File: config.mk
export PLATFORM = sky130hd
export DESIGN_NAME = diag_chain_fieldbus_gateway
export DESIGN_NICKNAME = d
export VERILOG_FILES = /design/src/core/diag_chain_fieldbus_gateway.v
export VERILOG_INCLUDE_DIRS = /design/src /design/src/shared
export SDC_FILE = /design/constraint.sdc
export NUM_CORES = 1
export LEC_CHECK = 0
export BUFFER_PORTS_ARGS = -buffer_cell sky130_fd_sc_hd__buf_2
export CAP_MARGIN = 5
export CORE_MARGIN = 2
export CORE_UTILIZATION = 45
export CTS_CLUSTER_DIAMETER = 50
export CTS_CLUSTER_SIZE = 8
export DETAILED_ROUTE_END_ITERATION = 16
export PLACE_DENSITY_LB_ADDON = 0.15
export SYNTH_ARGS = -nofsm -noshare
export SYNTH_HDL_FRONTEND = slang
export SYNTH_SLANG_ARGS = --single-unit
File: constraint.sdc
create_clock -name clk -period 3.6 [get_ports clk]
set_input_delay 0.9 -clock clk [delete_from_list [all_inputs] [get_ports clk]]
set_output_delay 0.9 -clock clk [all_outputs]
set_load 0.02 [all_outputs]
File: src/shared/gateway_defines.vh
/*
  constants for the diagnostic chain to field bus gateway: image sizing,
  master diagnostics bit positions, example slave bit positions, timing.
  assumes inclusion by bare name from the core design file.
*/
`ifndef GATEWAY_DEFINES_VH
`define GATEWAY_DEFINES_VH

`define NODE_COUNT        32
`define SLAVE_MAX         31
`define NODE_IDX_W        5
`define GW_NODE           5'h00
`define IMAGE_WORDS       64
`define WORD_BYTES        2
`define IMAGE_BYTES       64

`define CLK_HZ            125000000
`define TEACH_HOLD_MS     2000
`define FAULT_DELAY_MS    1000
`define FLASH_HALF_MS     250
`define FLASH_COUNT       6

`define MD_IF_FAULT       0
`define MD_INIT_ERR       4
`define MD_TEACH_ERR      5
`define MD_SHORT          6
`define MD_COMM_ERR       7

`define RQ_MAGNET         0
`define RQ_ERR_RESET      7
`define RS_SAFE_OUT       0
`define RS_GUARD_CLOSED   1
`define RS_LOCKED         2
`define RS_INPUT_PAIR     4
`define RS_VALID_ACT      5
`define RS_WARN           6
`define RS_ERROR          7

`define DG_OUT1_FAULT     0
`define DG_OUT2_FAULT     1
`define DG_CROSS_SHORT    2
`define DG_OVER_TEMP      3
`define DG_BAD_ACTUATOR   4
`define DG_INTERNAL       5
`define DG_LINK_ERR       6
`define DG_HANDLE         7

`define FIFO_DEPTH        8
`define FIFO_AW           3
`define REQ_W             13

`endif

File: src/core/diag_chain_fieldbus_gateway.v
/*
  gateway core: field bus process image, teach-in control, master diagnostics,
  and a request fifo toward the serial chain engine.
  assumes the chain engine and field bus stack are outside; those inputs on
  the same clock are used directly, the learn button is a raw pin.
*/
// How it works
// - image serves 32 nodes: gateway at index 0 plus 31 chain slaves
// - image holds 64 two-byte words, 32 inputs and 32 outputs
// - output words go to nodes as call-ups, input words carry node responses
// - full image allocated whatever number of slaves is taught in
// - image order follows physical chain order, first slave right after gateway
// - output word low byte is request; input word is response plus diagnostics
// - teach-in required at first start and on count, type or order mismatch
// - completed teach-in flashes the function indicator
// - learn button held 2 seconds starts teach-in; shorter press ignored
// - configuration interface teach trigger acts like the learn button
// - direct-control sends one request byte to one selected node
// - diag bit 0 collective fault, asserted 1 s after detection, data invalid
// - diag bit 4 chain initialisation error, needs power cycle
// - diag bit 5 teach error, chain structure changed in operation
// - diag bit 6 short circuit on chain cable
// - diag bit 7 unreachable slaves, their data marked invalid
// - request bit 7 error reset; response bit 7 error state
// - response bits 0 to 2: safety output, guard closed, locked
// - response bits 4 to 6: input pair, valid actuator, warning; bit 3 unused
// - warning and error bytes share a layout with bits 4 and 6 differing
// - output word: request byte 00 and unused 01; input: response, diagnostics
`timescale 1ns/1ps
`include "gateway_defines.vh"

module req_fifo #(
  parameter WIDTH = 13,
  parameter DEPTH = 8,
  parameter AW    = 3
) (
  // clock and reset
  input  wire             clk,
  input  wire             rst_n,
  // fill side
  input  wire             in_valid,
  output wire             in_ready,
  input  wire [WIDTH-1:0] in_data,
  // drain side
  output wire             out_valid,
  input  wire             out_ready,
  output reg  [WIDTH-1:0] out_data
);
  reg [WIDTH-1:0] mem [0:DEPTH-1];
  reg [AW-1:0]    wr_q;
  reg [AW-1:0]    rd_q;
  reg [AW:0]      cnt_q;
  wire            push;
  wire            pop;
  wire [AW-1:0]   rd_nxt;

  // depth is a power of two, so the top count bit alone marks full
  assign in_ready  = ~cnt_q[AW];
  assign out_valid = (cnt_q != {(AW+1){1'b0}});
  assign push      = in_valid & in_ready;
  assign pop       = out_valid & out_ready;
  assign rd_nxt    = pop ? rd_q + {{(AW-1){1'b0}}, 1'b1} : rd_q;

  // head word sits in its own flop so call_data never ripples through the array mux
  always @(posedge clk) begin
    if (!rst_n) begin
      out_data <= {WIDTH{1'b0}};
    end else if (push && (wr_q == rd_nxt)) begin
      out_data <= in_data;
    end else begin
      out_data <= mem[rd_nxt];
    end
  end

  always @(posedge clk) begin
    if (push) begin
      mem[wr_q] <= in_data;
    end
  end

  always @(posedge clk) begin
    if (!rst_n) begin
      wr_q  <= {AW{1'b0}};
      rd_q  <= {AW{1'b0}};
      cnt_q <= {(AW+1){1'b0}};
    end else begin
      if (push) begin
        wr_q <= wr_q + {{(AW-1){1'b0}}, 1'b1};
      end
      if (pop) begin
        rd_q <= rd_q + {{(AW-1){1'b0}}, 1'b1};
      end
      if (push && !pop) begin
        cnt_q <= cnt_q + {{AW{1'b0}}, 1'b1};
      end else if (pop && !push) begin
        cnt_q <= cnt_q - {{AW{1'b0}}, 1'b1};
      end
    end
  end
endmodule

module diag_chain_fieldbus_gateway #(
  parameter [31:0] TEACH_HOLD_CYC = (`CLK_HZ / 1000) * `TEACH_HOLD_MS,
  parameter [31:0] FAULT_DLY_CYC  = (`CLK_HZ / 1000) * `FAULT_DELAY_MS,
  parameter [31:0] FLASH_HALF_CYC = (`CLK_HZ / 1000) * `FLASH_HALF_MS
) (
  // clock and reset
  input  wire        clk,
  input  wire        rst_n,
  // field bus master: output image writes
  input  wire        out_wr,
  input  wire [4:0]  out_node,
  input  wire [15:0] out_word,
  // field bus master: input image reads
  input  wire [4:0]  in_node,
  output reg  [15:0] in_word,
  // chain engine: call-up requests {node, request byte}
  output wire        call_valid,
  input  wire        call_ready,
  output wire [12:0] call_data,
  // chain engine: responses, node index in physical chain order
  input  wire        resp_valid,
  input  wire [4:0]  resp_node,
  input  wire [7:0]  resp_byte,
  input  wire [7:0]  resp_diag,
  input  wire        resp_invalid,
  // chain engine: gateway byte 01 answer and state
  input  wire [7:0]  gw_resp,
  input  wire        chain_fault,
  input  wire        init_error,
  input  wire        structure_changed,
  input  wire        short_circuit,
  input  wire        comm_error,
  input  wire [31:0] unreachable,
  input  wire        config_stored,
  input  wire        config_mismatch,
  // teach-in to chain engine
  output reg         teach_start,
  input  wire        teach_done,
  output wire        teach_required,
  output wire        teach_busy,
  // configuration interface
  input  wire        cfg_teach,
  input  wire        cfg_direct,
  input  wire [4:0]  cfg_node,
  input  wire [7:0]  cfg_byte,
  output wire        cfg_busy,
  // front panel
  input  wire        learn_button,
  output reg         function_indicator,
  // master diagnostics byte
  output reg  [7:0]  master_diag
);
  localparam ST_IDLE  = 2'b00;
  localparam ST_TEACH = 2'b01;
  localparam ST_FLASH = 2'b10;

  // image: 32 output words and 32 input words
  reg [15:0] out_img [0:`NODE_COUNT-1];
  reg [7:0]  rsp_img [0:`NODE_COUNT-1];
  reg [7:0]  dia_img [0:`NODE_COUNT-1];
  reg [31:0] valid_q;

  reg        btn_s1_q;
  reg        btn_s2_q;
  reg [31:0] hold_q;
  reg        held_q;
  reg [31:0] fault_cnt_q;
  reg        fault_q;
  reg [1:0]  st_q;
  reg [31:0] flash_cnt_q;
  reg [3:0]  flash_n_q;
  reg        direct_pend_q;
  reg [12:0] direct_q;

  wire        btn_long;
  wire        teach_trig;
  wire        fifo_in_valid;
  wire        fifo_in_ready;
  wire [12:0] fifo_in_data;

  // master writes own the fifo port, having no ready to wait on; a direct
  // command stays pending on cfg_busy until a cycle with fifo room and no master write
  assign fifo_in_valid = out_wr | direct_pend_q;
  assign fifo_in_data  = out_wr ? {out_node, out_word[7:0]} : direct_q;
  assign cfg_busy      = direct_pend_q;

  req_fifo #(
    .WIDTH (`REQ_W),
    .DEPTH (`FIFO_DEPTH),
    .AW    (`FIFO_AW)
  ) u_fifo (
    .clk       (clk),
    .rst_n     (rst_n),
    .in_valid  (fifo_in_valid),
    .in_ready  (fifo_in_ready),
    .in_data   (fifo_in_data),
    .out_valid (call_valid),
    .out_ready (call_ready),
    .out_data  (call_data)
  );

  // image stores request words in chain order; bits 0 and 7 pass untouched
  always @(posedge clk) begin
    if (out_wr) begin
      out_img[out_node] <= out_word;
    end
    if (resp_valid) begin
      rsp_img[resp_node] <= resp_byte;
      dia_img[resp_node] <= resp_diag;
    end
  end

  // direct command held until the fifo takes it; a full fifo still drops
  // master writes, so the master must leave it headroom
  always @(posedge clk) begin
    if (!rst_n) begin
      direct_pend_q <= 1'b0;
      direct_q      <= 13'h0000;
    end else if (direct_pend_q) begin
      if (fifo_in_ready && !out_wr) begin
        direct_pend_q <= 1'b0;
      end
    end else if (cfg_direct) begin
      direct_pend_q <= 1'b1;
      direct_q      <= {cfg_node, cfg_byte};
    end
  end

  // per-node validity cleared for unreachable slaves or collective fault
  always @(posedge clk) begin
    if (!rst_n) begin
      valid_q <= 32'h00000000;
    end else begin
      if (resp_valid) begin
        valid_q[resp_node] <= ~resp_invalid;
      end
      if (comm_error) begin
        valid_q <= valid_q & ~unreachable;
      end
      if (fault_q) begin
        valid_q <= 32'h00000000;
      end
    end
  end

  // node 0 is the gateway: master diagnostics plus gateway answer byte
  // nodes marked invalid read as zero so stale data never looks live
  always @(posedge clk) begin
    if (!rst_n) begin
      in_word <= 16'h0000;
    end else if (in_node == `GW_NODE) begin
      in_word <= {gw_resp, master_diag};
    end else if (valid_q[in_node]) begin
      in_word <= {dia_img[in_node], rsp_img[in_node]};
    end else begin
      in_word <= 16'h0000;
    end
  end

  // collective fault only after the condition persists 1 s
  // cycle counters are 32 bits wide: two seconds at the core clock needs 28
  always @(posedge clk) begin
    if (!rst_n) begin
      fault_cnt_q <= 32'h00000000;
      fault_q     <= 1'b0;
    end else if (!chain_fault) begin
      fault_cnt_q <= 32'h00000000;
      fault_q     <= 1'b0;
    end else if (fault_cnt_q >= FAULT_DLY_CYC - 32'h1) begin
      fault_q <= 1'b1;
    end else begin
      fault_cnt_q <= fault_cnt_q + 32'h1;
    end
  end

  // spare bits cleared first, then the defined flags laid over them
  always @(posedge clk) begin
    if (!rst_n) begin
      master_diag <= 8'h00;
    end else begin
      master_diag                <= 8'h00;
      master_diag[`MD_IF_FAULT]  <= fault_q;
      master_diag[`MD_INIT_ERR]  <= init_error;
      master_diag[`MD_TEACH_ERR] <= structure_changed;
      master_diag[`MD_SHORT]     <= short_circuit;
      master_diag[`MD_COMM_ERR]  <= comm_error;
    end
  end

  // button synchroniser and hold timer; a release restarts the count
  // held_q allows one trigger per press however long the button stays down
  always @(posedge clk) begin
    if (!rst_n) begin
      btn_s1_q <= 1'b0;
      btn_s2_q <= 1'b0;
      hold_q   <= 32'h00000000;
      held_q   <= 1'b0;
    end else begin
      btn_s1_q <= learn_button;
      btn_s2_q <= btn_s1_q;
      if (!btn_s2_q) begin
        hold_q <= 32'h00000000;
        held_q <= 1'b0;
      end else if (hold_q < TEACH_HOLD_CYC) begin
        hold_q <= hold_q + 32'h1;
      end else begin
        held_q <= 1'b1;
      end
    end
  end

  assign btn_long       = btn_s2_q & (hold_q >= TEACH_HOLD_CYC) & ~held_q;
  assign teach_trig     = btn_long | cfg_teach;
  assign teach_required = ~config_stored | config_mismatch;
  assign teach_busy     = (st_q == ST_TEACH);

  // teach-in sequencing and completion flash
  always @(posedge clk) begin
    if (!rst_n) begin
      st_q               <= ST_IDLE;
      teach_start        <= 1'b0;
      flash_cnt_q        <= 32'h00000000;
      flash_n_q          <= 4'h0;
      function_indicator <= 1'b0;
    end else begin
      teach_start <= 1'b0;
      case (st_q)
        ST_IDLE: begin
          // slow blink-free steady on while a teach-in is owed
          function_indicator <= teach_required;
          if (teach_trig) begin
            teach_start <= 1'b1;
            st_q        <= ST_TEACH;
          end
        end
        ST_TEACH: begin
          function_indicator <= 1'b0;
          if (teach_done) begin
            st_q        <= ST_FLASH;
            flash_cnt_q <= 32'h00000000;
            flash_n_q   <= 4'h0;
          end
        end
        ST_FLASH: begin
          // a new trigger cuts the flash short rather than being lost
          if (teach_trig) begin
            teach_start        <= 1'b1;
            function_indicator <= 1'b0;
            st_q               <= ST_TEACH;
          end else if (flash_cnt_q >= FLASH_HALF_CYC - 32'h1) begin
            flash_cnt_q        <= 32'h00000000;
            function_indicator <= ~function_indicator;
            if (flash_n_q == `FLASH_COUNT - 1) begin
              st_q <= ST_IDLE;
            end else begin
              flash_n_q <= flash_n_q + 4'h1;
            end
          end else begin
            flash_cnt_q <= flash_cnt_q + 32'h1;
          end
        end
        default: begin
          st_q <= ST_IDLE;
        end
      endcase
    end
  end
endmodule

==> results by group <==
Pwr
  – Clock share of power: 0.427
  – Worst VDD drop: 0.430 mV
  – Internal power: between 0.015 and 0.02 W
  – Pwr dens: 612 nW/um2
  – Power share of the combinational group: 0.126
  – Leak: 13.0 nW
  – Switching part of the total power: 0.246
  – Sequential power share: 0.446
  – Switching power total: 0.00585 W

Setup path
  – Reg2reg start: u_fifo.cnt_q[3]
  – Largest fanout on the critical path: 6
  – CP max-delay cell: or4_1
  – Crit-path max cell delay: 0.58 ns
  – WP buf/inv: 1
  – Top Family by Delay on Critical Path: simple AND/OR/NAND/NOR gates
  – Reg-to-Reg End: u_fifo.out_data[2]
  – Reg2reg setup slack: 0.92 ns
  – Worst path arrival time: 1.79 ns
  – Worst setup path class: reg -> out
  – R2R cell count: 5
  – Crit path cell chain: or4_1 > buf_2
  – Crit. End Element: primary output
  – Critical Path RT: 2.70 ns
  – CP startpoint kind: flip-flop

Worst hold path
  – Min-Delay Path Class: in -> reg
  – Min-delay src: gw_resp[4]
  – Hold Path Stages: 3
  – Hold Path Sink: in_word[12]

Clock tree
  – TritonCTS clock tree: done
  – Sink Count: 814
  – Max clock buf depth: 3
  – Postcts setup bufs: 0
  – Root buf cell: clkbuf_16
  – Clock slew at reported path FFs: 0.05 ns
  – Hold buffers post-CTS: 0
  – H-tree Lvls: 3
  – Skew-Pair Late Insertion Delay: 0.66 ns
  – Num CTS Buffers: between 100 and 150
  – Post-CTS Resized: 0

Status
  – Status: finished clean

Synth
  – Synth cell types: 69
  – Post-synth EDFFs: 616
  – Synthesized area per cell: ~16 um2
  – Gate Count Post-Synth: 2071
  – Synth Warn #: 0
  – Syn Std Cell Area: approximately 33000 um2
  – FF+latch count, synth: 814
  – Sequential area share after synthesis: 0.686
  – Post-synth top flop: edfxtp_1
  – Synth async-reset ratio: 0

STA
  – F_max: roughly 0.37 GHz
  – Period utilization: 0.748
  – Max Slew Vio Count: 0
  – Worst slew margin: 0.445
  – Minimum clock period after layout: 2.69 ns
  – Hold Fails Final Rpt: 0
  – RSZ-0062 raised after global routing: no
  – Worst slew pin tran: 0.831 ns
  – Setup Skew: 0.0239 ns
  – Sum Neg Setup Slack: 0 ns
  – # setup viols final: 0

Drt
  – Via density: approximately 5.8
  – Final WL: 77.2 mm
  – Vias: approximately 20000
  – WL/cell: between 20 and 25 um
  – Remaining DRCs: 0
  – Drt pass-1 iters: 5
  – DR iter-0 viols: 1479
  – Routed Antenna Nets: 0

GRT
  – Largest net degree at the start of global routing: 39
  – GRT Total Usage: 0.208
  – Number of global-route vias before repair: 19900
  – Grt total ovfl: 0
  – Antenna violations before repair: 5
  – First-pass GRT wire length: 117 mm

Placed design
  – Placed Cells incl. Taps: 3153
  – Final HPWL DP: 47.8 mm
  – Port bufs: 148
  – Area after DPL: 35300 um2
  – RePlAce Congestion: 0.807

Die
  – Die Span Y: about 270 um
  – Full die area: around 75000 um2
  – Row count: between 90 and 100
  – Top Ports: 160
  – Core area: 71700 um2
  – Initial core utilization: 0.457
  – Die width: roughly 270 um

Cells and area
  – Layout cells sized above 1: 0.260
  – Area grow syn2layout: 18.6%
  – Finished layout cell area: about 39000 um2
  – Non-Filler Instances: 3377
  – Final #Nets: approximately 2500

Run
  – Max cap viols: 0
-- per-stage QoR --
stage	utilization	worst slack (ns)	total power [W]	hold WS, ns
final	0.541	0.906	0.0238	0.440
after global routing	0.541	0.730	0.0247	0.421
after CTS	0.541	0.844	0.0240	0.402
after detailed placement	0.492	0.388	0.0138	0.447
after global placement	0.492	0.389	0.0137	0.443
after floorplan	-	0.241	0.0128	0.412
-- registers in the layout (all words and copies together), names as in the netlist, 2 cells and up --
signal           cells
in_word             16
fault_cnt_q         32
direct_q            13
u_fifo.cnt_q         4
flash_cnt_q         32
valid_q             32
rsp_img            256
dia_img            256
master_diag          5
u_fifo.wr_q          3
flash_n_q            4
hold_q              32
u_fifo.rd_q          3
u_fifo.mem         104
u_fifo.out_data     13
st_q                 2
-- cells in the final DEF, fill, tap and decap left out, types with 6 or more instances in the layout --
cell type	count
and4_1	6
nor2_2	33
mux2i_1	64
nand2b_1	11
o221ai_1	13
o21ai_0	69
dfxtp_1	198
or3_1	44
or4_1	33
buf_2	146
o22ai_1	15
clkbuf_8	6
a211oi_1	7
and2_1	15
buf_4	79
nor3_1	14
buf_12	15
inv_1	40
and3_1	30
nor2_1	81
mux2_2	26
mux4_2	168
o31ai_1	16
clkbuf_1	83
a22oi_1	71
xnor2_1	12
clkbuf_16	117
nor4_1	9
edfxtp_1	616
ha_1	15
o211ai_1	8
nand3_1	41
a21oi_1	96
nand2_1	106
nand3b_1	6
nand4_1	17
-- synth_stat cells (16+ instances only) --
master	count	area share
edfxtp_1	616	0.56
dfxtp_1	198	0.12
mux4_2	168	0.12
nor2_1	114	0.013
nand2_1	106	0.012
a21oi_1	96	0.015
clkbuf_1	79	0.0091
a22oi_1	71	0.016
o21ai_0	70	0.011
mux2i_1	64	0.020
or3_1	44	0.0084
nand3_1	41	0.0063
inv_1	40	0.0046
or4_1	33	0.0076
and3_1	30	0.0057
mux2_2	26	0.0089
buf_1	21	0.0024
nor3_1	19	0.0029
nand4_1	17	0.0032
o31ai_1	16	0.0037
-- area by class of cell --
type,instances,area (um2)
multi-input combinational,1106,9850
clock buffer,206,3320
fill,5761,32900
antenna,3,7.51
sequential,814,22500
inverter,41,154
tap,950,1190
timing repair buffer,242,1650
clock inverter,15,205
-- power groups by stage --
stage               logic (W)  registers [W]  clock network (W)
finish                0.00300         0.0106             0.0102
detailed placement    0.00302         0.0108                  0
global placement      0.00296         0.0108                  0
global route          0.00325         0.0106             0.0108
CTS                   0.00303         0.0106             0.0104
floorplan             0.00200         0.0108                  0
-- worst register-to-register path: stages, from the launching register on --
cell,delay (ns)
dfxtp_1,0.37
o41ai_4,0.62
mux2i_1,0.53
nand2_1,0.51
o221ai_1,0.38
o22ai_1,0.14
-- cell families (layout without fill, tap and decap cells) --
kind of cell,after synthesis,count (layout),synth area share
and+or+nand+nor,481,481,0.0760
adders and majority gates,16,16,0.00634
xor gates and xnor gates,18,18,0.00504
other,1,6,0.000114
muxes,258,258,0.144
AOI/OAI and AO/OA,330,330,0.0647
buffers and inverters,153,504,0.0182
DFF,814,814,0.686
-- worst max-delay path by stage --
stage                          startpoint                  to  slack, ns  cells after the start
after CTS                 u_fifo.cnt_q[3]          call_valid       0.84                      2
final                     u_fifo.cnt_q[3]          call_valid       0.91                      2
after global routing      u_fifo.cnt_q[3]  u_fifo.out_data[2]       0.73                      5
after detailed placement       in_node[0]         in_word[10]       0.39                      6
after global placement         in_node[0]         in_word[15]       0.39                      6
after floorplan                    out_wr    u_fifo.mem[0][0]       0.24                      5
-- metal layers --
metal	wire length, um	share of wire	track usage
met3	4810	0.062	0.0374
met4	1660	0.021	0.0588
met5	21	0.00027	0
met1	33500	0.43	0.286
met2	37200	0.48	0.339
Power figures use the tool's default switching activity.
